### src/core/gpx_pkg.sv
/*
 * Shared constants of the port expander: register map, reset values,
 * response codes and widths.
 * Assumes a 32-bit register bus with byte addresses, one word per register.
 */
package gpx_pkg;
    localparam int ADDR_W = 8;
    localparam int WORD_LSB = 2;
    localparam int PORT_W = 8;
    localparam int SLV_ADDR_W = 7;

    localparam logic [7:0] OFS_IN0 = 8'h00;
    localparam logic [7:0] OFS_IN1 = 8'h04;
    localparam logic [7:0] OFS_OUT0 = 8'h08;
    localparam logic [7:0] OFS_OUT1 = 8'h0c;
    localparam logic [7:0] OFS_POL0 = 8'h10;
    localparam logic [7:0] OFS_POL1 = 8'h14;
    localparam logic [7:0] OFS_CFG0 = 8'h18;
    localparam logic [7:0] OFS_CFG1 = 8'h1c;
    localparam logic [7:0] OFS_DRV = 8'h20;
    localparam logic [7:0] OFS_LATCH = 8'h24;
    localparam logic [7:0] OFS_PULL_EN = 8'h28;
    localparam logic [7:0] OFS_PULL_SEL = 8'h2c;
    localparam logic [7:0] OFS_MASK = 8'h30;
    localparam logic [7:0] OFS_SRC = 8'h34;
    localparam logic [7:0] OFS_ODRAIN = 8'h38;
    localparam logic [7:0] OFS_SLV_ADDR = 8'h3c;
    localparam logic [7:0] OFS_EVT = 8'h40;
    localparam logic [7:0] OFS_EVT_MASK = 8'h44;

    localparam logic [7:0] RST_OUT = 8'hff;
    localparam logic [7:0] RST_POL = 8'h00;
    localparam logic [7:0] RST_CFG = 8'hff;
    localparam logic [31:0] RST_DRV = 32'hffffffff;
    localparam logic [15:0] RST_LATCH = 16'h0000;
    localparam logic [15:0] RST_PULL_EN = 16'h0000;
    localparam logic [15:0] RST_PULL_SEL = 16'hffff;
    localparam logic [15:0] RST_MASK = 16'hffff;
    localparam logic [1:0] RST_ODRAIN = 2'h0;
    localparam logic [1:0] RST_EVT_MASK = 2'h0;

    localparam int EVT_ALERT = 0;
    localparam int EVT_BUS_ERR = 1;

    localparam logic [1:0] RESP_OKAY = 2'h0;
    localparam logic [1:0] RESP_SLVERR = 2'h2;

    // Arbitrary neutral value for the fixed part of the slave address
    localparam logic [6:0] SLV_BASE = 7'h2a;
endpackage

### src/core/port_cfg_if.sv
/*
 * Carrier between the register file and one 8-pin bank.
 * Assumes both ends run on the same clock.
 */
`timescale 1ns/100ps
interface port_cfg_if #(parameter int N = 8);
    logic [N-1:0] dir;
    logic [N-1:0] out;
    logic [N-1:0] pol;
    logic [N-1:0] latch;
    logic [N-1:0] mask;
    logic [N-1:0] pull_en;
    logic [N-1:0] pull_sel;
    logic [2*N-1:0] drive;
    logic odrain;
    logic rd;
    logic [N-1:0] in_val;
    logic [N-1:0] src;
    logic [N-1:0] pin_o;
    logic [N-1:0] pin_oe;
    logic [N-1:0] pull_up;
    logic [N-1:0] pull_dn;
    logic [2*N-1:0] drv_o;

    modport ctl (output dir, out, pol, latch, mask, pull_en, pull_sel,
        drive, odrain, rd, input in_val, src, pin_o, pin_oe, pull_up,
        pull_dn, drv_o);
    modport bank (input dir, out, pol, latch, mask, pull_en, pull_sel,
        drive, odrain, rd, output in_val, src, pin_o, pin_oe, pull_up,
        pull_dn, drv_o);
endinterface

### src/core/bit_sync.sv
/*
 * Two-stage synchroniser for a vector of independent levels.
 * Assumes each bit is a slow level; no bus coherence is kept.
 */
`timescale 1ns/100ps
module bit_sync #(
    parameter int W = 1,
    parameter logic [W-1:0] RST = '0
) (
    input wire logic aclk,
    input wire logic rst_n,
    input wire logic [W-1:0] d,
    output logic [W-1:0] q
);
    typedef struct packed {
        logic [W-1:0] s1;
        logic [W-1:0] s2;
    } sync_t;

    sync_t r_q;
    sync_t r_d;

    always_comb begin
        r_d.s1 = d;
        r_d.s2 = r_q.s1;
    end

    always_ff @(posedge aclk) begin
        if (!rst_n) begin
            r_q <= '{s1: RST, s2: RST};
        end else begin
            r_q <= r_d;
        end
    end

    assign q = r_q.s2;
endmodule

### src/core/port_bank.sv
/*
 * One 8-pin bank: input sampling, inversion, latching, change sources,
 * and registered pad controls.
 * Assumes configuration arrives on the aclk domain through port_cfg_if.
 */
`timescale 1ns/100ps
module port_bank #(parameter int N = 8) (
    input wire logic aclk,
    input wire logic rst_n,
    input wire logic [N-1:0] level,
    port_cfg_if.bank cfg
);
    typedef struct packed {
        logic [N-1:0] in_v;
        logic [N-1:0] ref_v;
        logic [N-1:0] hold;
        logic [N-1:0] src;
        logic [N-1:0] o;
        logic [N-1:0] oe;
        logic [N-1:0] pu;
        logic [N-1:0] pd;
        logic [2*N-1:0] drv;
    } bank_t;

    bank_t q;
    bank_t d;
    logic [N-1:0] lvl_s;
    logic [N-1:0] pv;
    logic [N-1:0] keep;

    bit_sync #(.W(N), .RST('0)) u_sync (
        .aclk(aclk),
        .rst_n(rst_n),
        .d(level),
        .q(lvl_s)
    );

    always_comb begin
        d = q;
        pv = lvl_s ^ cfg.pol;
        keep = q.hold & ~{N{cfg.rd}};
        d.hold = cfg.rd ? '0 : q.hold | (cfg.latch & cfg.dir & (pv ^ q.ref_v));
        d.in_v = (keep & q.in_v) | (~keep & pv);
        d.ref_v = cfg.rd ? q.in_v : q.ref_v;
        d.src = cfg.dir & ~cfg.mask & (d.hold | (pv ^ d.ref_v));
        d.oe = ~cfg.dir & ~({N{cfg.odrain}} & cfg.out);
        d.o = cfg.out & ~{N{cfg.odrain}};
        d.pu = cfg.pull_en & cfg.pull_sel;
        d.pd = cfg.pull_en & ~cfg.pull_sel;
        d.drv = cfg.drive;
    end

    always_ff @(posedge aclk) begin
        if (!rst_n) begin
            q <= '0;
        end else begin
            q <= d;
        end
    end

    assign cfg.in_val = q.in_v;
    assign cfg.src = q.src;
    assign cfg.pin_o = q.o;
    assign cfg.pin_oe = q.oe;
    assign cfg.pull_up = q.pu;
    assign cfg.pull_dn = q.pd;
    assign cfg.drv_o = q.drv;
endmodule

### src/core/gpio_expander.sv
/*
 * Sixteen-pin port expander with an AXI4-Lite register slave, two
 * 8-pin banks, an open-drain change alert and a sticky event interrupt.
 * Assumes pins, the hardware reset pin and the address pin are
 * asynchronous to aclk; the board ties the address pin statically.
 */
// Our own choices: the AXI4-Lite interface to the registers and the register addresses.
// Overview of operation
// - After power-on every pin is an input.
// - After power-on every pin interrupt mask is set.
// - Master writes direction bits; device applies them to the pins.
// - Direction, input, output, polarity registers exist per 8-pin port.
// - Input register shows pin levels; outputs follow the output register.
// - Polarity bit set presents the inverted pin level.
// - Hardware reset pin low restores all defaults like power-on.
// - Alert asserts while an input differs from its registered value.
// - Alert output is open-drain, active low.
// - Latched inputs hold their changed value until the register is read.
// - Masked pins never raise the alert.
// - Read-only source register names the pins causing the alert.
// - Each port chooses push-pull or open-drain outputs.
// - Each pin has a two-bit drive strength setting.
// - Each pin has pull enable and pull-up or pull-down select.
// - Address pin sets one bit of the slave address.
`timescale 1ns/100ps
module gpio_expander import gpx_pkg::*; #(
    parameter logic [SLV_ADDR_W-1:0] SLV_BASE_ADDR = SLV_BASE
) (
    input wire logic aclk,
    input wire logic aresetn,
    input wire logic [ADDR_W-1:0] awaddr,
    input wire logic [2:0] awprot,
    input wire logic awvalid,
    output logic awready,
    input wire logic [31:0] wdata,
    input wire logic [3:0] wstrb,
    input wire logic wvalid,
    output logic wready,
    output logic [1:0] bresp,
    output logic bvalid,
    input wire logic bready,
    input wire logic [ADDR_W-1:0] araddr,
    input wire logic [2:0] arprot,
    input wire logic arvalid,
    output logic arready,
    output logic [31:0] rdata,
    output logic [1:0] rresp,
    output logic rvalid,
    input wire logic rready,
    input wire logic hw_reset_n,
    input wire logic addr_sel,
    input wire logic [PORT_W-1:0] port0_level,
    output logic [PORT_W-1:0] port0_data,
    output logic [PORT_W-1:0] port0_drive_en,
    output logic [PORT_W-1:0] port0_pull_up,
    output logic [PORT_W-1:0] port0_pull_down,
    output logic [2*PORT_W-1:0] port0_strength,
    input wire logic [PORT_W-1:0] port1_level,
    output logic [PORT_W-1:0] port1_data,
    output logic [PORT_W-1:0] port1_drive_en,
    output logic [PORT_W-1:0] port1_pull_up,
    output logic [PORT_W-1:0] port1_pull_down,
    output logic [2*PORT_W-1:0] port1_strength,
    output logic alert_low,
    output logic alert_en,
    output logic irq
);
    typedef struct packed {
        logic awready;
        logic wready;
        logic aw_full;
        logic w_full;
        logic [ADDR_W-1:0] waddr;
        logic [31:0] wdata;
        logic [3:0] wstrb;
        logic bvalid;
        logic [1:0] bresp;
        logic arready;
        logic rvalid;
        logic [31:0] rdata;
        logic [1:0] rresp;
        logic [7:0] out0;
        logic [7:0] out1;
        logic [7:0] pol0;
        logic [7:0] pol1;
        logic [7:0] cfg0;
        logic [7:0] cfg1;
        logic [31:0] drv;
        logic [15:0] latch;
        logic [15:0] pull_en;
        logic [15:0] pull_sel;
        logic [15:0] mask;
        logic [1:0] odrain;
        logic [1:0] evt;
        logic [1:0] evt_mask;
        logic alert;
        logic irq;
    } state_t;

    localparam state_t RST_ST = '{awready: 1'b1, wready: 1'b1,
        arready: 1'b1, out0: RST_OUT, out1: RST_OUT, pol0: RST_POL,
        pol1: RST_POL, cfg0: RST_CFG, cfg1: RST_CFG, drv: RST_DRV,
        latch: RST_LATCH, pull_en: RST_PULL_EN, pull_sel: RST_PULL_SEL,
        mask: RST_MASK, odrain: RST_ODRAIN, evt_mask: RST_EVT_MASK,
        default: '0};

    state_t q;
    state_t d;
    logic pin_rst_s;
    logic addr_s;
    logic rst_all;
    logic aw_fire;
    logic w_fire;
    logic ar_fire;
    logic wr_go;
    logic wr_hit;
    logic rd_hit;
    logic [ADDR_W-1:0] wa;
    logic [ADDR_W-1:0] ra;
    logic [31:0] rd_val;
    logic [31:0] wm;
    logic [1:0] evt_clr;
    logic [1:0] evt_set;
    logic [15:0] src_all;

    port_cfg_if #(.N(PORT_W)) p0 ();
    port_cfg_if #(.N(PORT_W)) p1 ();

    // Hardware reset pin released (1), address pin low (0) out of reset
    bit_sync #(.W(2), .RST(2'b10)) u_pin_sync (
        .aclk(aclk),
        .rst_n(aresetn),
        .d({hw_reset_n, addr_sel}),
        .q({pin_rst_s, addr_s})
    );

    // pin reset clears banks as well
    assign rst_all = aresetn & pin_rst_s;

    port_bank #(.N(PORT_W)) u_bank0 (
        .aclk(aclk),
        .rst_n(rst_all),
        .level(port0_level),
        .cfg(p0)
    );

    port_bank #(.N(PORT_W)) u_bank1 (
        .aclk(aclk),
        .rst_n(rst_all),
        .level(port1_level),
        .cfg(p1)
    );

    // one register of each pair per port
    assign p0.dir = q.cfg0;
    assign p1.dir = q.cfg1;
    assign p0.out = q.out0;
    assign p1.out = q.out1;
    assign p0.pol = q.pol0;
    assign p1.pol = q.pol1;
    assign {p1.latch, p0.latch} = q.latch;
    assign {p1.mask, p0.mask} = q.mask;
    assign {p1.pull_en, p0.pull_en} = q.pull_en;
    assign {p1.pull_sel, p0.pull_sel} = q.pull_sel;
    assign {p1.drive, p0.drive} = q.drv;
    assign {p1.odrain, p0.odrain} = q.odrain;
    // input register read releases the bank
    assign p0.rd = ar_fire && ra == OFS_IN0;
    assign p1.rd = ar_fire && ra == OFS_IN1;
    assign src_all = {p1.src, p0.src};

    function automatic logic [31:0] merge(input logic [31:0] old,
        input logic [31:0] nw, input logic [3:0] st);
        logic [31:0] r;
        r = old;
        for (int i = 0; i < 4; i++) begin
            if (st[i]) begin
                r[8*i +: 8] = nw[8*i +: 8];
            end
        end
        return r;
    endfunction

    assign aw_fire = awvalid & q.awready;
    assign w_fire = wvalid & q.wready;
    assign ar_fire = arvalid & q.arready;
    assign wr_go = q.aw_full & q.w_full & ~q.bvalid;
    assign wa = {q.waddr[ADDR_W-1:WORD_LSB], {WORD_LSB{1'b0}}};
    assign ra = {araddr[ADDR_W-1:WORD_LSB], {WORD_LSB{1'b0}}};

    always_comb begin
        rd_hit = 1'b1;
        case (ra)
            OFS_IN0: rd_val = 32'(p0.in_val);
            OFS_IN1: rd_val = 32'(p1.in_val);
            OFS_OUT0: rd_val = 32'(q.out0);
            OFS_OUT1: rd_val = 32'(q.out1);
            OFS_POL0: rd_val = 32'(q.pol0);
            OFS_POL1: rd_val = 32'(q.pol1);
            OFS_CFG0: rd_val = 32'(q.cfg0);
            OFS_CFG1: rd_val = 32'(q.cfg1);
            OFS_DRV: rd_val = q.drv;
            OFS_LATCH: rd_val = 32'(q.latch);
            OFS_PULL_EN: rd_val = 32'(q.pull_en);
            OFS_PULL_SEL: rd_val = 32'(q.pull_sel);
            OFS_MASK: rd_val = 32'(q.mask);
            OFS_SRC: rd_val = 32'(src_all);
            OFS_ODRAIN: rd_val = 32'(q.odrain);
            // address pin fills the low bit
            OFS_SLV_ADDR: rd_val = 32'({SLV_BASE_ADDR[SLV_ADDR_W-1:1],
                addr_s});
            OFS_EVT: rd_val = 32'(q.evt);
            OFS_EVT_MASK: rd_val = 32'(q.evt_mask);
            default: begin
                rd_val = '0;
                rd_hit = 1'b0;
            end
        endcase
    end

    always_comb begin
        d = q;
        evt_clr = '0;
        wr_hit = 1'b1;
        wm = merge('0, q.wdata, q.wstrb);
        // Address and data may come in either order
        if (aw_fire) begin
            d.aw_full = 1'b1;
            d.awready = 1'b0;
            d.waddr = awaddr;
        end
        if (w_fire) begin
            d.w_full = 1'b1;
            d.wready = 1'b0;
            d.wdata = wdata;
            d.wstrb = wstrb;
        end
        case (wa)
            OFS_OUT0: d.out0 = 8'(merge(32'(q.out0), q.wdata, q.wstrb));
            OFS_OUT1: d.out1 = 8'(merge(32'(q.out1), q.wdata, q.wstrb));
            OFS_POL0: d.pol0 = 8'(merge(32'(q.pol0), q.wdata, q.wstrb));
            OFS_POL1: d.pol1 = 8'(merge(32'(q.pol1), q.wdata, q.wstrb));
            OFS_CFG0: d.cfg0 = 8'(merge(32'(q.cfg0), q.wdata, q.wstrb));
            OFS_CFG1: d.cfg1 = 8'(merge(32'(q.cfg1), q.wdata, q.wstrb));
            OFS_DRV: d.drv = merge(q.drv, q.wdata, q.wstrb);
            OFS_LATCH: d.latch = 16'(merge(32'(q.latch), q.wdata,
                q.wstrb));
            OFS_PULL_EN: d.pull_en = 16'(merge(32'(q.pull_en), q.wdata,
                q.wstrb));
            OFS_PULL_SEL: d.pull_sel = 16'(merge(32'(q.pull_sel), q.wdata,
                q.wstrb));
            OFS_MASK: d.mask = 16'(merge(32'(q.mask), q.wdata, q.wstrb));
            OFS_ODRAIN: d.odrain = 2'(merge(32'(q.odrain), q.wdata,
                q.wstrb));
            OFS_EVT: evt_clr = 2'(wm);
            OFS_EVT_MASK: d.evt_mask = 2'(merge(32'(q.evt_mask), q.wdata,
                q.wstrb));
            // Read-only words accept and drop the write
            OFS_IN0, OFS_IN1, OFS_SRC, OFS_SLV_ADDR: wr_hit = 1'b1;
            default: wr_hit = 1'b0;
        endcase
        if (!wr_go) begin
            d.out0 = q.out0;
            d.out1 = q.out1;
            d.pol0 = q.pol0;
            d.pol1 = q.pol1;
            d.cfg0 = q.cfg0;
            d.cfg1 = q.cfg1;
            d.drv = q.drv;
            d.latch = q.latch;
            d.pull_en = q.pull_en;
            d.pull_sel = q.pull_sel;
            d.mask = q.mask;
            d.odrain = q.odrain;
            d.evt_mask = q.evt_mask;
            evt_clr = '0;
        end else begin
            d.bvalid = 1'b1;
            d.bresp = wr_hit ? RESP_OKAY : RESP_SLVERR;
        end
        if (q.bvalid && bready) begin
            d.bvalid = 1'b0;
            d.aw_full = 1'b0;
            d.w_full = 1'b0;
            d.awready = 1'b1;
            d.wready = 1'b1;
        end
        if (ar_fire) begin
            d.arready = 1'b0;
            d.rvalid = 1'b1;
            d.rdata = rd_val;
            d.rresp = rd_hit ? RESP_OKAY : RESP_SLVERR;
        end
        if (q.rvalid && rready) begin
            d.rvalid = 1'b0;
            d.arready = 1'b1;
        end
        // any live source raises the alert
        d.alert = |src_all;
        evt_set = '0;
        evt_set[EVT_ALERT] = d.alert & ~q.alert;
        evt_set[EVT_BUS_ERR] = (wr_go & ~wr_hit) | (ar_fire & ~rd_hit);
        // A new event wins over a clear in the same cycle
        d.evt = (q.evt & ~evt_clr) | evt_set;
        // all interrupts masked
        // The bus handshake is left alone so a transfer never tears
        if (!pin_rst_s) begin
            d.out0 = RST_OUT;
            d.out1 = RST_OUT;
            d.pol0 = RST_POL;
            d.pol1 = RST_POL;
            d.cfg0 = RST_CFG;
            d.cfg1 = RST_CFG;
            d.drv = RST_DRV;
            d.latch = RST_LATCH;
            d.pull_en = RST_PULL_EN;
            d.pull_sel = RST_PULL_SEL;
            d.mask = RST_MASK;
            d.odrain = RST_ODRAIN;
            d.evt = '0;
            d.evt_mask = RST_EVT_MASK;
            d.alert = 1'b0;
        end
        d.irq = |(d.evt & d.evt_mask);
    end

    always_ff @(posedge aclk) begin
        if (!aresetn) begin
            q <= RST_ST;
        end else begin
            q <= d;
        end
    end

    assign awready = q.awready;
    assign wready = q.wready;
    assign bvalid = q.bvalid;
    assign bresp = q.bresp;
    assign arready = q.arready;
    assign rvalid = q.rvalid;
    assign rdata = q.rdata;
    assign rresp = q.rresp;
    assign irq = q.irq;
    // pins driven from the output register
    assign port0_data = p0.pin_o;
    assign port0_drive_en = p0.pin_oe;
    assign port0_pull_up = p0.pull_up;
    assign port0_pull_down = p0.pull_dn;
    assign port0_strength = p0.drv_o;
    assign port1_data = p1.pin_o;
    assign port1_drive_en = p1.pin_oe;
    assign port1_pull_up = p1.pull_up;
    assign port1_pull_down = p1.pull_dn;
    assign port1_strength = p1.drv_o;
    // open drain, only ever pulls low
    assign alert_low = 1'b0;
    assign alert_en = q.alert;
endmodule

### config.mk
export PLATFORM = sky130hd
export DESIGN_NAME = gpio_expander
export DESIGN_NICKNAME = d
export VERILOG_FILES = /design/src/core/gpx_pkg.sv /design/src/core/port_cfg_if.sv /design/src/core/bit_sync.sv /design/src/core/port_bank.sv /design/src/core/gpio_expander.sv
export SDC_FILE = /design/constraint.sdc
export NUM_CORES = 1
export LEC_CHECK = 0
export ABC_AREA = 1
export BUFFER_PORTS_ARGS = -buffer_cell sky130_fd_sc_hd__buf_2
export CAP_MARGIN = 20
export CORE_MARGIN = 2
export CORE_UTILIZATION = 55
export DETAILED_ROUTE_END_ITERATION = 8
export GPL_TIMING_DRIVEN = 0
export MAX_ROUTING_LAYER = met4
export PLACE_DENSITY = 0.85
export SLEW_MARGIN = 20
export SYNTH_ARGS = -nofsm -noshare
export SYNTH_HDL_FRONTEND = slang
export SYNTH_SLANG_ARGS = --single-unit
### constraint.sdc
create_clock -name aclk -period 2.7 [get_ports aclk]
set_clock_uncertainty 0.1 [all_clocks]
set_input_delay 0.27 -clock aclk [delete_from_list [all_inputs] [get_ports aclk]]
set_output_delay 0.27 -clock aclk [all_outputs]
set_load 0.01 [all_outputs]
## Yosys cells after proc, flatten, opt, wreduce, memory -nomap -nowiden

Index checks and enable logic that the tools add are counted.

- Muxes and demuxes: 16
- Equal/unequal tests: 34
- Bitwise logic cells: 69
- Reductions and logical operators: 32

Operators with widths:

| cell | count |
|---|---|
| 32-bit case mux with 18 select lines | 1 |
| 8-bit bitwise AND | 24 |
| 8-bit inverter | 14 |
| 6-bit by 4-bit equality test with 1-bit output (second input constant) | 16 |
| 3-bit AND reduction | 19 |
| 6-bit by 3-bit equality test with 1-bit output (second input constant) | 8 |
| 8-bit bitwise OR | 6 |
| 8-bit bitwise XOR | 6 |
| 18-bit OR reduction | 2 |
| 8-bit 2-to-1 mux | 4 |
| 6-bit by 2-bit equality test with 1-bit output (second input constant) | 4 |
| 6-bit by 5-bit equality test with 1-bit output (second input constant) | 4 |
| 8-bit logical NOT | 2 |
| 2-bit 2-to-1 mux | 8 |
| 16-bit OR reduction | 1 |
| 6-bit by 1-bit equality test with 1-bit output (second input constant) | 2 |
| 1-bit bitwise AND | 9 |
| 2-bit OR reduction | 3 |
| 5-bit 2-to-1 mux | 1 |
| 1-bit inverter | 5 |
| 2-bit bitwise AND | 2 |
| 1-bit logical AND | 4 |
| 1-bit 2-to-1 mux | 2 |
| 2-bit inverter | 1 |
| other kinds (3) | 3 |

- Register bits: 435
- Output and inout bits: 140

## Logic depth before layout (Yosys ltp)

Gate-level depths: netlist of the first run.

- Word-level depth: 10
- Gate-level depth with buffers: 12
- Mapped depth without buffers: 12

## Modules after synthesis

A second synthesis of the first run with hierarchy kept.

- Cells, all modules: 2,525
- Area total of the unflattened synthesis: 18,539.0 um^2

By module, submodules not included:

| module | area each (um^2) | cells each | times used |
|---|---|---|---|
| gpio_expander | 10,151.0 | 1,387 | 1 |
| port_bank | 3,654.8 | 513 | 2 |
| bit_sync at u_bank0.u_sync ... | 484.2 | 50 | 2 |
| bit_sync at u_pin_sync | 110.1 | 12 | 1 |

## Worst setup path before layout of the first run

No wires, ideal clock.

- Kind: reg2reg
- Start point: reg q (netlist bit bvalid)
- End point: reg q (netlist bit p0.pull_sel[0])
- Arrival: 1.428 ns
- Path buffers: 2
- Stages on the path, launching flop included: 9
- Required time: 2.455 ns
- Period minus slack after synthesis: 1.673 ns
- Slack: 1.027 ns
- Path through: dfxtp_1 -> inv_2 -> nand3_4 -> nor2_4 -> inv_2 -> buf_4 -> nor2_1 -> buf_2 -> o221ai_1

- Cells in the longest elaborated chain, start to end: 3

Ends and longest elaborated chain:

| element | RTL line | RTL |
|---|---|---|
| start: declaration | gpio_expander.sv:107 | `state_t q;` |
| start signal: assignment | gpio_expander.sv:329 | `q <= RST_ST;` |
| start signal: assignment | gpio_expander.sv:331 | `q <= d;` |
| 1-bit inverter | gpio_expander.sv:187 | `assign wr_go = q.aw_full & q.w_full & ~q.bvalid;` |
| 1-bit bitwise AND | gpio_expander.sv:187 |  |
| 3-bit AND reduction (no source line) | - |  |

No other way between the ends.
A chain may end at the register's enable or synchronous reset.

## Worst setup path in the final report of the first run

- Start point: reg u_pin_sync.r_q (netlist bit u_pin_sync.q[1])
- End point: reg u_bank1.q (netlist bit u_bank1.cfg.pull_dn[1])

- Cells in the longest elaborated chain, start to end: 1

Ends and longest elaborated chain:

| element | RTL line | RTL |
|---|---|---|
| start: declaration | bit_sync.sv:20 | `sync_t r_q;` |
| start signal: assignment | bit_sync.sv:30 | `r_q <= '{s1: RST, s2: RST};` |
| start signal: assignment | bit_sync.sv:32 | `r_q <= r_d;` |
| 1-bit bitwise AND | gpio_expander.sv:138 | `assign rst_all = aresetn & pin_rst_s;` |
| end signal: assignment | port_bank.sv:55 | `q <= '0;` |
| end signal: assignment | port_bank.sv:57 | `q <= d;` |
| end: declaration | port_bank.sv:25 | `bank_t q;` |

No other way between the ends.

==> results of run 1 <==
placed cells by master (no fill, tap or decap), types with 8 or more instances in the layout:
cell type      synthesis  layout
a31oi_1               11      11
a21oi_1              140     140
o22ai_1               10      10
inv_1                240     240
nand4_1               30      30
clkbuf_8               0       8
xnor2_1               16      16
buf_4                144     144
dfxtp_1              431     431
clkbuf_1              58      62
nor2_1               276     276
nand2_1              355     355
o211ai_1              83      83
buf_2                 17     226
a22oi_1               16      16
dlygate4sd3_1          0      62
nand3b_1               8       8
xor2_1                12      12
o21ai_0              131     131
nor3_1                45      45
nor2_2                14      14
o21ai_1                8       8
a211oi_1              18      18
clkbuf_16              0      44
nand3_1               70      70
flip-flops by register name (all words and copies together) (netlist names), 16 cells and up, named ones only:
name and count:
q 48, rdata 32, p0.drive 16, p1.drive 16
u_bank0.cfg.drv_o 16, u_bank0.q 16, u_bank1.cfg.drv_o 16, u_bank1.q 16
power breakdown:
part	switching, µW	internal, µW	leakage, µW	total, µW
clock network	2600	3790	0.000740	6400
registers	136	6510	0.00351	6650
logic	716	354	0.00559	1070
layer usage:
layer	part of all wire [%]	GRT usage, %	vias to the layer above
met5	0	-	-
met4	5.2	17.5	0
met3	11	8.69	237
met2	43	62.5	1117
met1	41	53.8	7862
li1	-	-	7605
layout make-up:
cell class	instances	area, µm²	share of cell area, %
sequential	431	8630	41.1
multi-input combinational	1286	6320	30.1
timing repair buffer	271	1670	7.95
buffer	226	1430	6.80
clock buffer	57	1230	5.86
inverter	249	935	4.46
tap	396	495	2.36
clock inverter	18	272	1.29
antenna	1	2.50	0.0119
per-stage QoR:
step / setup slack, ps / hold slack (ps) / TNS, ps / power, µW
floorplan: 1030 / 268 / 0 / 7260
global placement: 23.7 / 297 / 0 / 7680
detailed placement: -54.5 / 301 / -54.5 / 7700
CTS: 116 / 28.0 / 0 / 14000
global route: 57.1 / 89.3 / 0 / 14400
finish: 106 / 67.5 / 0 / 14100
logic make-up (layout without fill, tap and decap cells):
family	Yosys count	in the layout	synth area share, %
and+or+nand+nor	821	821	20.3
buffers and inverters	475	821	13.6
AOI/OAI and AO/OA	434	434	14.7
DFF	431	431	49.9
xor gates and xnor gates	28	28	1.42
other	1	4	0.0217
critical path: cells and delay by family, from the launching register on:
family,cells,cell delay [ps]
buffers and inverters,2,1540
flip-flops,1,300
AND/OR/NAND/NOR,2,480
cells in the mapped netlist, drive strengths merged (18+ instances only):
cell	number
a211oi	18
a21oi	140
buf	168
clkbuf	58
dfxtp	431
inv	247
nand2	362
nand3	71
nand4	30
nor2	298
nor3	47
o211ai	83
o21ai	145
how the worst max path moves through the flow:
stage                                     startpoint                           endpoint  slack [ps]  depth (start not counted)
after floorplan                  bvalid$_SDFFE_PP0P_        p0.pull_sel[0]$_SDFFE_PN1P_        1030                          8
after global placement                     araddr[2]              rdata[0]$_SDFFE_PN0P_          20                         11
after detailed placement                   araddr[2]              rdata[0]$_SDFFE_PN0P_         -50                         11
after CTS                 u_pin_sync.q[1]$_SDFF_PN1_      u_bank1.cfg.src[0]$_SDFF_PN0_         120                          6
after global routing            arready$_SDFFE_PP1P_             rdata[10]$_SDFFE_PN0P_          60                          6
final                     u_pin_sync.q[1]$_SDFF_PN1_  u_bank1.cfg.pull_dn[1]$_SDFF_PN0_         110                          4
what timing repair did:
item | in CTS | in global routing
endpoints found under the setup margin | 0 | 2
gates resized for setup | 0 | 2
hold buffers | 62 | 0
hold endpoints to repair | 65 | 0
==> key figures, run 1 <==
Die
  • DIE WIDTH: 181 µm
  • Die area: 32900 µm²
  • Row cnt: 64
  • Chip height: 181 µm
  • Core Area: 30700 µm²
  • # IOs: 223
  • Initial Util: 56.3%

Run status
  • Status: finished, final reports clean

Logic synthesis
  • Top cell type's share of synthesized area: 49.9%
  • FFs w/ async S/R, synth: 0%
  • Top_reg_cell synth: dfxtp_1
  • Synth Warn #: 0
  • Cell taking the most area after synthesis: dfxtp_1
  • Library cells used by synthesis: 40
  • Synthesized area: 17300 µm²
  • FF+latch count, synth: 431
  • Seq/Total Area, Yosys: 49.9%
  • Post-Syn Instances: 2190
  • EDFF count, synth: 0
  • Average size of a mapped cell: 7.90 µm²
  • Synth area leaders: dfxtp_1, nand2_1, buf_4, nor2_1, inv_1

Min path
  • Worst Hold Launch: wdata[3]
  • Worst Hold Class: input pin to flip-flop
  • Hold path depth: 3
  • Hold path endpoint: q[198]$_SDFFE_PN0P_

Timing
  • Minimum clock period: 2590 ps
  • Hold Violations, Final: 0
  • Max Slew Vio Count: 0
  • RSZ-0062 raised after global routing: no
  • Final worst path period share: 96.1%
  • Final setup violation count: 0
  • Max transition margin: 15.7%
  • FMAX: 385 MHz
  • Worst-margin pin slew: 1260 ps

Cells and area
  • Fin util: 68.2%
  • Share of cells above drive strength 1: 19.4%
  • Final non-filler cell total: 2935
  • Nets: 2591
  • Area delta synth->final: 21.2%
  • Fin area: 21000 µm²
  • Final-layout fill cell count: 2437

Clock tree
  • Post-CTS setup buffers: 0
  • Clock-pin slew on the worst setup and hold paths: 70 ps
  • CTS tree: yes
  • Clock latency on the worst-skew pair: 560 ps
  • Clk buf depth: 3
  • H-tree lvl count: 2
  • Root Buffer: clkbuf_16
  • CTS buffer count: 43
  • CTS Sinks: 431

Critical path
  • Reg2reg start: u_pin_sync.q[1]$_SDFF_PN1_
  • Max incr delay on CP: 880 ps
  • Crit path capture type: flip-flop
  • Reg2reg setup slack: 110 ps
  • Critical path type: flip-flop to flip-flop
  • R2R depth: 4
  • CP Data Required Time: 2990 ps
  • Cell mode on critical path: clkbuf_1
  • Crit start category: flip-flop
  • Slowest stage cell on the critical path: clkbuf_1
  • Reg-to-reg endpoint: u_bank1.cfg.pull_dn[1]$_SDFF_PN0_
  • Crit-path cells: nand2_1 > clkbuf_1 > clkbuf_1 > nor3_1
  • CP arrival: 2890 ps
  • Worst Path Max Fanout: 10

Global route
  • Antenna violations before repair: 1
  • Total Routing Usage GR: 41.3%
  • First-pass GRT wire length: 98900 µm
  • Grt ovf: 0
  • Vias in the first global route: 16100
  • Largest net degree at the start of global routing: 16

Route
  • DR vias/cell: 5.73
  • First drt pass iteration count: 8
  • Detailed Route Iter0 Violations: 2077
  • DRC violations left: 0
  • Final antenna-violating net count: 0
  • Via count: 16800
  • Final wirelength: 66800 µm
  • Drt wl/cell: 22.8 µm

Placement
  • # placed instances: 2797
  • Port bufs: 209
  • Area of placed instances: 18800 µm²
  • GP Congestion: 1.06
  • Post-DP HPWL: 48100 µm

Power
  • VDD IR max: 0.565 mV
  • Pwr dens: 673 nW/µm²
  • Leakage: 0.00984 µW

Job
  • Max cap viols: 0
Note: power is estimated with default switching activity, not from simulation.
==> run 2, diff against run 1 <==
--- a/config.mk
+++ b/config.mk
@@ -10,6 +10,7 @@
 export CAP_MARGIN = 20
 export CORE_MARGIN = 2
 export CORE_UTILIZATION = 55
+export CTS_BUF_LIST = sky130_fd_sc_hd__clkbuf_4
 export DETAILED_ROUTE_END_ITERATION = 8
 export GPL_TIMING_DRIVEN = 0
 export MAX_ROUTING_LAYER = met4
==> run 2 against run 1 <==
  * Routed wire length up 3.4%
  * Worst setup slack worse by 41 ps
  * Core utilization shrank 0.49 points
  * Cell area fell by 0.72%
  * Maximum frequency decreased by 1.5%
  * Combinational power up 4%
  * Sequential cell count is the same
  * Critical path type unchanged
  * Critical endpoint is now alert_en$_SDFF_PN0_
  * Largest cell class unchanged
==> key figures, run 2 (synthesis gave the netlist of run 1 again) <==
Run status
  • Status: finished, final reports clean

Placement
  • Port bufs: 209
  • Post-DP HPWL: 48100 µm
  • # placed instances: 2797
  • GP Congestion: 1.06

Cells and area
  • Most frequent cells in the layout: dfxtp_1, nand2_1, nor2_1
  • Final non-filler cell total: 3042
  • Largest Register: q
  • Area delta synth->final: 20.4%
  • Max reg flops: 48
  • Commonest non-fill, non-tap cell in the layout: dfxtp_1
  • Share of cells above drive strength 1: 21.7%
  • Nets: 2671

Timing
  • Final TNS setup: 0 ps
  • Minimum clock period: 2640 ps
  • Max Slew Vio Count: 0
  • Worst-margin pin slew: 1270 ps
  • Max transition margin: 15.4%
  • Final setup violation count: 0
  • Hold Violations, Final: 0
  • Final worst path period share: 97.6%
  • FMAX: 379 MHz
  • RSZ-0062 raised after global routing: no

Min path
  • Worst Hold Class: input pin to flip-flop
  • Worst Hold Launch: hw_reset_n

Critical path
  • Critical Path Source: u_pin_sync.q[1]$_SDFF_PN1_
  • CP arrival: 3160 ps
  • Max incr delay on CP: 800 ps
  • Critical path type: flip-flop to flip-flop
  • Crit path max-delay family: buffers and inverters
  • Slowest stage cell on the critical path: clkbuf_1
  • Cell mode on critical path: clkbuf_1
  • Worst Path Max Fanout: 10
  • Reg2reg start: u_pin_sync.q[1]$_SDFF_PN1_
  • CP Data Required Time: 3220 ps
  • Crit start category: flip-flop
  • WP buf/inv: 2
  • Crit path capture type: flip-flop
  • Crit-path cells: nand2_1 > clkbuf_1 > clkbuf_1 > nor2_1

Die
  • Row cnt: 64
  • Die area: 32900 µm²
  • Initial Util: 56.3%
  • DIE WIDTH: 181 µm
  • Chip height: 181 µm
  • # IOs: 223
  • Core Area: 30700 µm²

Route
  • Top Layer Used: met4
  • DR WL met3: 8040 µm
  • Detailed Route Iter0 Violations: 1873
  • First drt pass iteration count: 6
  • Met1 wire length: 27400 µm
  • Drt wl/cell: 22.7 µm
  • Via count: 17500
  • DR WL met2: 29900 µm
  • DRC violations left: 0
  • DR vias/cell: 5.74
  • Final wirelength: 69100 µm
  • Final antenna-violating net count: 0

Global route
  • Total Routing Usage GR: 43.0%
  • First-pass GRT wire length: 103000 µm
  • Largest net degree at the start of global routing: 18
  • Vias in the first global route: 17000
  • Grt ovf: 0
  • Antenna violations before repair: 4

Clock tree
  • Clk buf depth: 3
  • CTS Sinks: 431
  • Clock-pin slew on the worst setup and hold paths: 70 ps
  • CTS buffer count: 106
  • Clock latency on the worst-skew pair: 790 ps
  • Root Buffer: clkbuf_4
  • CTS tree: yes
  • Post-CTS setup buffers: 0
  • H-tree lvl count: 3

Power
  • Switching Share: 27.8%
  • Sequential power share: 51.8%
  • Clock power frac: 39.6%
  • Psw: 3570 µW
  • Leakage: 0.00988 µW
  • Pwr dens: 617 nW/µm²
  • VDD IR max: 0.448 mV
  • Power share of the combinational group: 8.7%
  • Power Internal: 9280 µW

Job
  • Max cap viols: 0
-- run 2: repair_timing --
action,4_1_cts,5_1_grt
endpoints found under the hold margin,67,0
gates resized for setup,0,6
endpoints found under the setup margin,0,37
hold buffers,79,0
-- run 2: worst paths after layout --
check             slack (ps)  depth (start not counted)                             end
setup reg to reg          60                          4             alert_en$_SDFF_PN0_
hold reg to reg          310                          2  u_bank0.u_sync.q[6]$_SDFF_PN0_
setup / recovery          60                          4             alert_en$_SDFF_PN0_
hold / removal           110                          3    u_pin_sync.r_d[1]$_SDFF_PN1_
-- run 2: final cells by class --
cell class | count | area [µm²]
clock inverters | 22 | 121
multi-input cells | 1286 | 6320
inverters | 249 | 935
clock buffers | 140 | 1050
plain buffers | 226 | 1430
fillers | 2507 | 9920
well taps | 396 | 495
flip-flops and latches | 431 | 8630
repair buffers | 288 | 1840
diodes | 4 | 10.0
-- run 2: power groups by stage --
stage / clock, µW / combinational, µW / sequential [µW]
after floorplan: 0 / 538 / 6720
after global placement: 0 / 917 / 6770
after detailed placement: 0 / 931 / 6770
after CTS: 5000 / 1030 / 6630
after global routing: 5390 / 1170 / 6650
final: 5080 / 1110 / 6650
-- run 2: worst min-delay path, cell delays in order --
cell and delay, ps:
dlygate4sd3_1 520, buf_2 90, or2_2 90
-- run 2: stage by stage --
| stage | setup slack [ps] | util (%) | hold WS, ps | instance area [µm²] | power (µW) |
|---|---|---|---|---|---|
| 6_report | 64.9 | 67.7 | 106 | 20800 | 12800 |
| 5_1_grt | 1.25 | 67.7 | 79.8 | 20800 | 13200 |
| 4_1_cts | 140 | 67.7 | 9.40 | 20800 | 12700 |
| 3_5_place_dp | -54.5 | 61.3 | 301 | 18800 | 7700 |
| 3_3_place_gp | 23.7 | 61.3 | 297 | 18800 | 7680 |
| 2_1_floorplan | 1030 | - | 268 | 17300 | 7260 |
-- run 2: layer usage --
metal | up-vias | global-route usage (%)
li1 | 7804 | -
met1 | 8118 | 54.4
met2 | 1282 | 64.4
met3 | 264 | 10.5
met4 | 0 | 21.5
met5 | - | -
==> run 3, diff against run 2 <==
--- a/config.mk
+++ b/config.mk
@@ -5,7 +5,6 @@
 export SDC_FILE = /design/constraint.sdc
 export NUM_CORES = 1
 export LEC_CHECK = 0
-export ABC_AREA = 1
 export BUFFER_PORTS_ARGS = -buffer_cell sky130_fd_sc_hd__buf_2
 export CAP_MARGIN = 20
 export CORE_MARGIN = 2
==> run 3 against run 2 <==
  * Sequential cell count is the same
  * Combinational power about the same
  * Via count shrank 7.1%
  * Non-clock buffer count up 34
  * First-iteration DRC count increased by 2.5%
  * Critical path type unchanged
==> key figures, run 3 <==
Cells and area
  • Share of cells above drive strength 1: 24.3%
  • Footprint of the multi-input gates: 7110 µm²
  • Area delta synth->final: 20.5%
  • Fin util: 67.6%
  • Final-layout fill cell count: 2409
  • Nets: 2361
  • Most frequent cells in the layout: dfxtp_1, nand2_1, buf_2
  • Commonest non-fill, non-tap cell in the layout: dfxtp_1
  • Largest Register: q
  • Sequential cell area: 8630 µm²
  • Fin area: 20800 µm²
  • Max reg flops: 48

Placement
  • Pre-CTS setup slack: -403 ps
  • Area of placed instances: 18800 µm²
  • Port bufs: 206
  • GP Congestion: 1.06
  • Post-DP HPWL: 44800 µm

Global route
  • Grt ovf: 0
  • Antenna violations before repair: 2
  • First-pass GRT wire length: 94200 µm
  • Vias in the first global route: 15600
  • Total Routing Usage GR: 39.2%
  • Largest net degree at the start of global routing: 17

Critical path
  • Critical path type: flip-flop to flip-flop
  • Crit path capture type: flip-flop
  • Reg2reg start: arready$_SDFFE_PP1P_
  • CP arrival: 3220 ps
  • Crit start category: flip-flop
  • Reg2reg setup slack: 50 ps
  • Worst Path Max Fanout: 10
  • R2R depth: 7
  • CP Data Required Time: 3260 ps
  • Reg-to-reg endpoint: u_bank0.cfg.src[3]$_SDFF_PN0_

Die
  • Chip height: 181 µm
  • # IOs: 223
  • DIE WIDTH: 181 µm
  • Row cnt: 64
  • Die area: 32800 µm²
  • Core Area: 30700 µm²
  • Initial Util: 56.1%

Clock tree
  • CTS buffer count: 105
  • Clk buf depth: 3
  • CTS Sinks: 431
  • CTS tree: yes
  • Clock latency on the worst-skew pair: 780 ps
  • Clock-pin slew on the worst setup and hold paths: 70 ps
  • H-tree lvl count: 3
  • Root Buffer: clkbuf_4

Timing
  • Worst-margin pin slew: 1150 ps
  • Final setup violation count: 0
  • Hold Violations, Final: 0
  • Final Worst Setup Slack: 49.5 ps
  • Max Slew Vio Count: 0
  • FMAX: 377 MHz
  • Final TNS setup: 0 ps
  • Final worst path period share: 98.2%
  • Minimum clock period: 2650 ps
  • Max transition margin: 23.2%
  • RSZ-0062 raised after global routing: no

Logic synthesis
  • Seq/Total Area, Yosys: 50.0%
  • FF+latch count, synth: 431
  • Top cell type's share of synthesized area: 50.0%
  • Synth Warn #: 0
  • Post-Syn Instances: 1882
  • EDFF count, synth: 0
  • Synth area leaders: dfxtp_1, nand2_1, buf_4, mux2i_1, a21oi_1
  • Cell with the most instances after synthesis: dfxtp_1
  • Average size of a mapped cell: 9.17 µm²
  • Leading cell types by count after synthesis: dfxtp_1, nand2_1, a21oi_1
  • FFs w/ async S/R, synth: 0%
  • Synthesized area: 17300 µm²
  • Cell taking the most area after synthesis: dfxtp_1
  • Top_reg_cell synth: dfxtp_1
  • Library cells used by synthesis: 66

Route
  • Detailed Route Iter0 Violations: 1920
  • DR vias/cell: 5.94
  • Drt wl/cell: 23.3 µm
  • Final wirelength: 63800 µm
  • DRC violations left: 0
  • First drt pass iteration count: 6
  • Final antenna-violating net count: 0
  • Via count: 16200

Min path
  • Worst Hold Class: input pin to flip-flop
  • Hold path endpoint: q[5]$_SDFF_PN0_
  • Hold path depth: 5
  • Worst Hold Launch: araddr[5]

Run status
  • Status: finished, final reports clean

Power
  • VDD IR max: 0.399 mV
  • Total power: 12600 µW
  • Pwr dens: 606 nW/µm²
  • Leakage: 0.00919 µW

Job
  • Max cap viols: 0
==> run 3: worst max path at each step <==
stage	end	cells past startpoint	slack, ps	startpoint
4_1_cts	u_bank0.cfg.src[3]$_SDFF_PN0_	7	10	arready$_SDFFE_PP1P_
5_1_grt	irq$_SDFF_PN0_	7	4	q[232]$_SDFFE_PN0P_
6_report	u_bank0.cfg.src[3]$_SDFF_PN0_	7	50	arready$_SDFFE_PP1P_
2_1_floorplan	flip-flop	8	660	araddr[6]
3_3_place_gp	u_bank0.q[59]$_SDFF_PN0_	7	-880	araddr[6]
3_5_place_dp	rdata[6]$_SDFFE_PN0P_	6	-400	araddr[2]
==> run 3: per-layer routing <==
layer,vias up,share of wire (%),track usage (%),routed length (µm)
met5,-,0,-,0
met4,0,5.0,17.4,3210
met3,215,11,8.14,7030
met2,1146,45,61.4,28500
met1,7649,39,49.1,25000
li1,7217,-,-,-
==> run 3: power by group <==
| part | switching (µW) | internal (µW) | total [µW] |
|---|---|---|---|
| Sequential | 92.9 | 6490 | 6580 |
| Clock | 2560 | 2340 | 4910 |
| Combinational | 686 | 434 | 1120 |
| Total | 3340 | 9260 | 12600 |
==> run 3: per-stage QoR <==
stage | instances | hold slack (ps)
after floorplan | 1884 | 270
after global placement | 2486 | 292
after detailed placement | 2488 | 301
after CTS | 2727 | 3.58
after global routing | 2732 | 39.7
final | 2732 | 47.0
==> run 3: what timing repair did <==
item	CTS	global route
hold buffers	77	0
gates cloned	0	0
resized for setup	1	8
endpoints found under the setup margin	9	69
pin swaps	1	2
buffers inserted	0	3
endpoints found under the hold margin	76	0
==> run 3: cells by family (layout without fill, tap and decap cells) <==
group | after synthesis | count (layout) | synth area share (%)
other | 1 | 6 | 0.0217
flip-flops | 431 | 431 | 50.0
AND/OR/NAND/NOR | 730 | 730 | 20.2
multiplexers | 113 | 113 | 7.92
AO/OA/AOI/OAI | 291 | 291 | 10.3
XOR/XNOR | 48 | 48 | 2.44
buffers and inverters | 268 | 717 | 9.03
==> run 3: critical path, stage by stage (launching register included) <==
cell	delay, ps
dfxtp_1	520
nand2_1	120
clkbuf_1	380
nor4_4	370
buf_2	300
nor3_1	80
a21oi_1	390
and4b_1	290
==> run 3: cell type report <==
cell class,instances,share of cell area [%]
Multi-Input combinational cell,1185,34.2
Sequential cell,431,41.5
Inverter,7,0.126
Buffer,260,7.37
Tap cell,396,2.38
Antenna cell,3,0.0361
Timing Repair Buffer,288,8.85
Clock inverter,25,0.602
Clock buffer,137,4.95
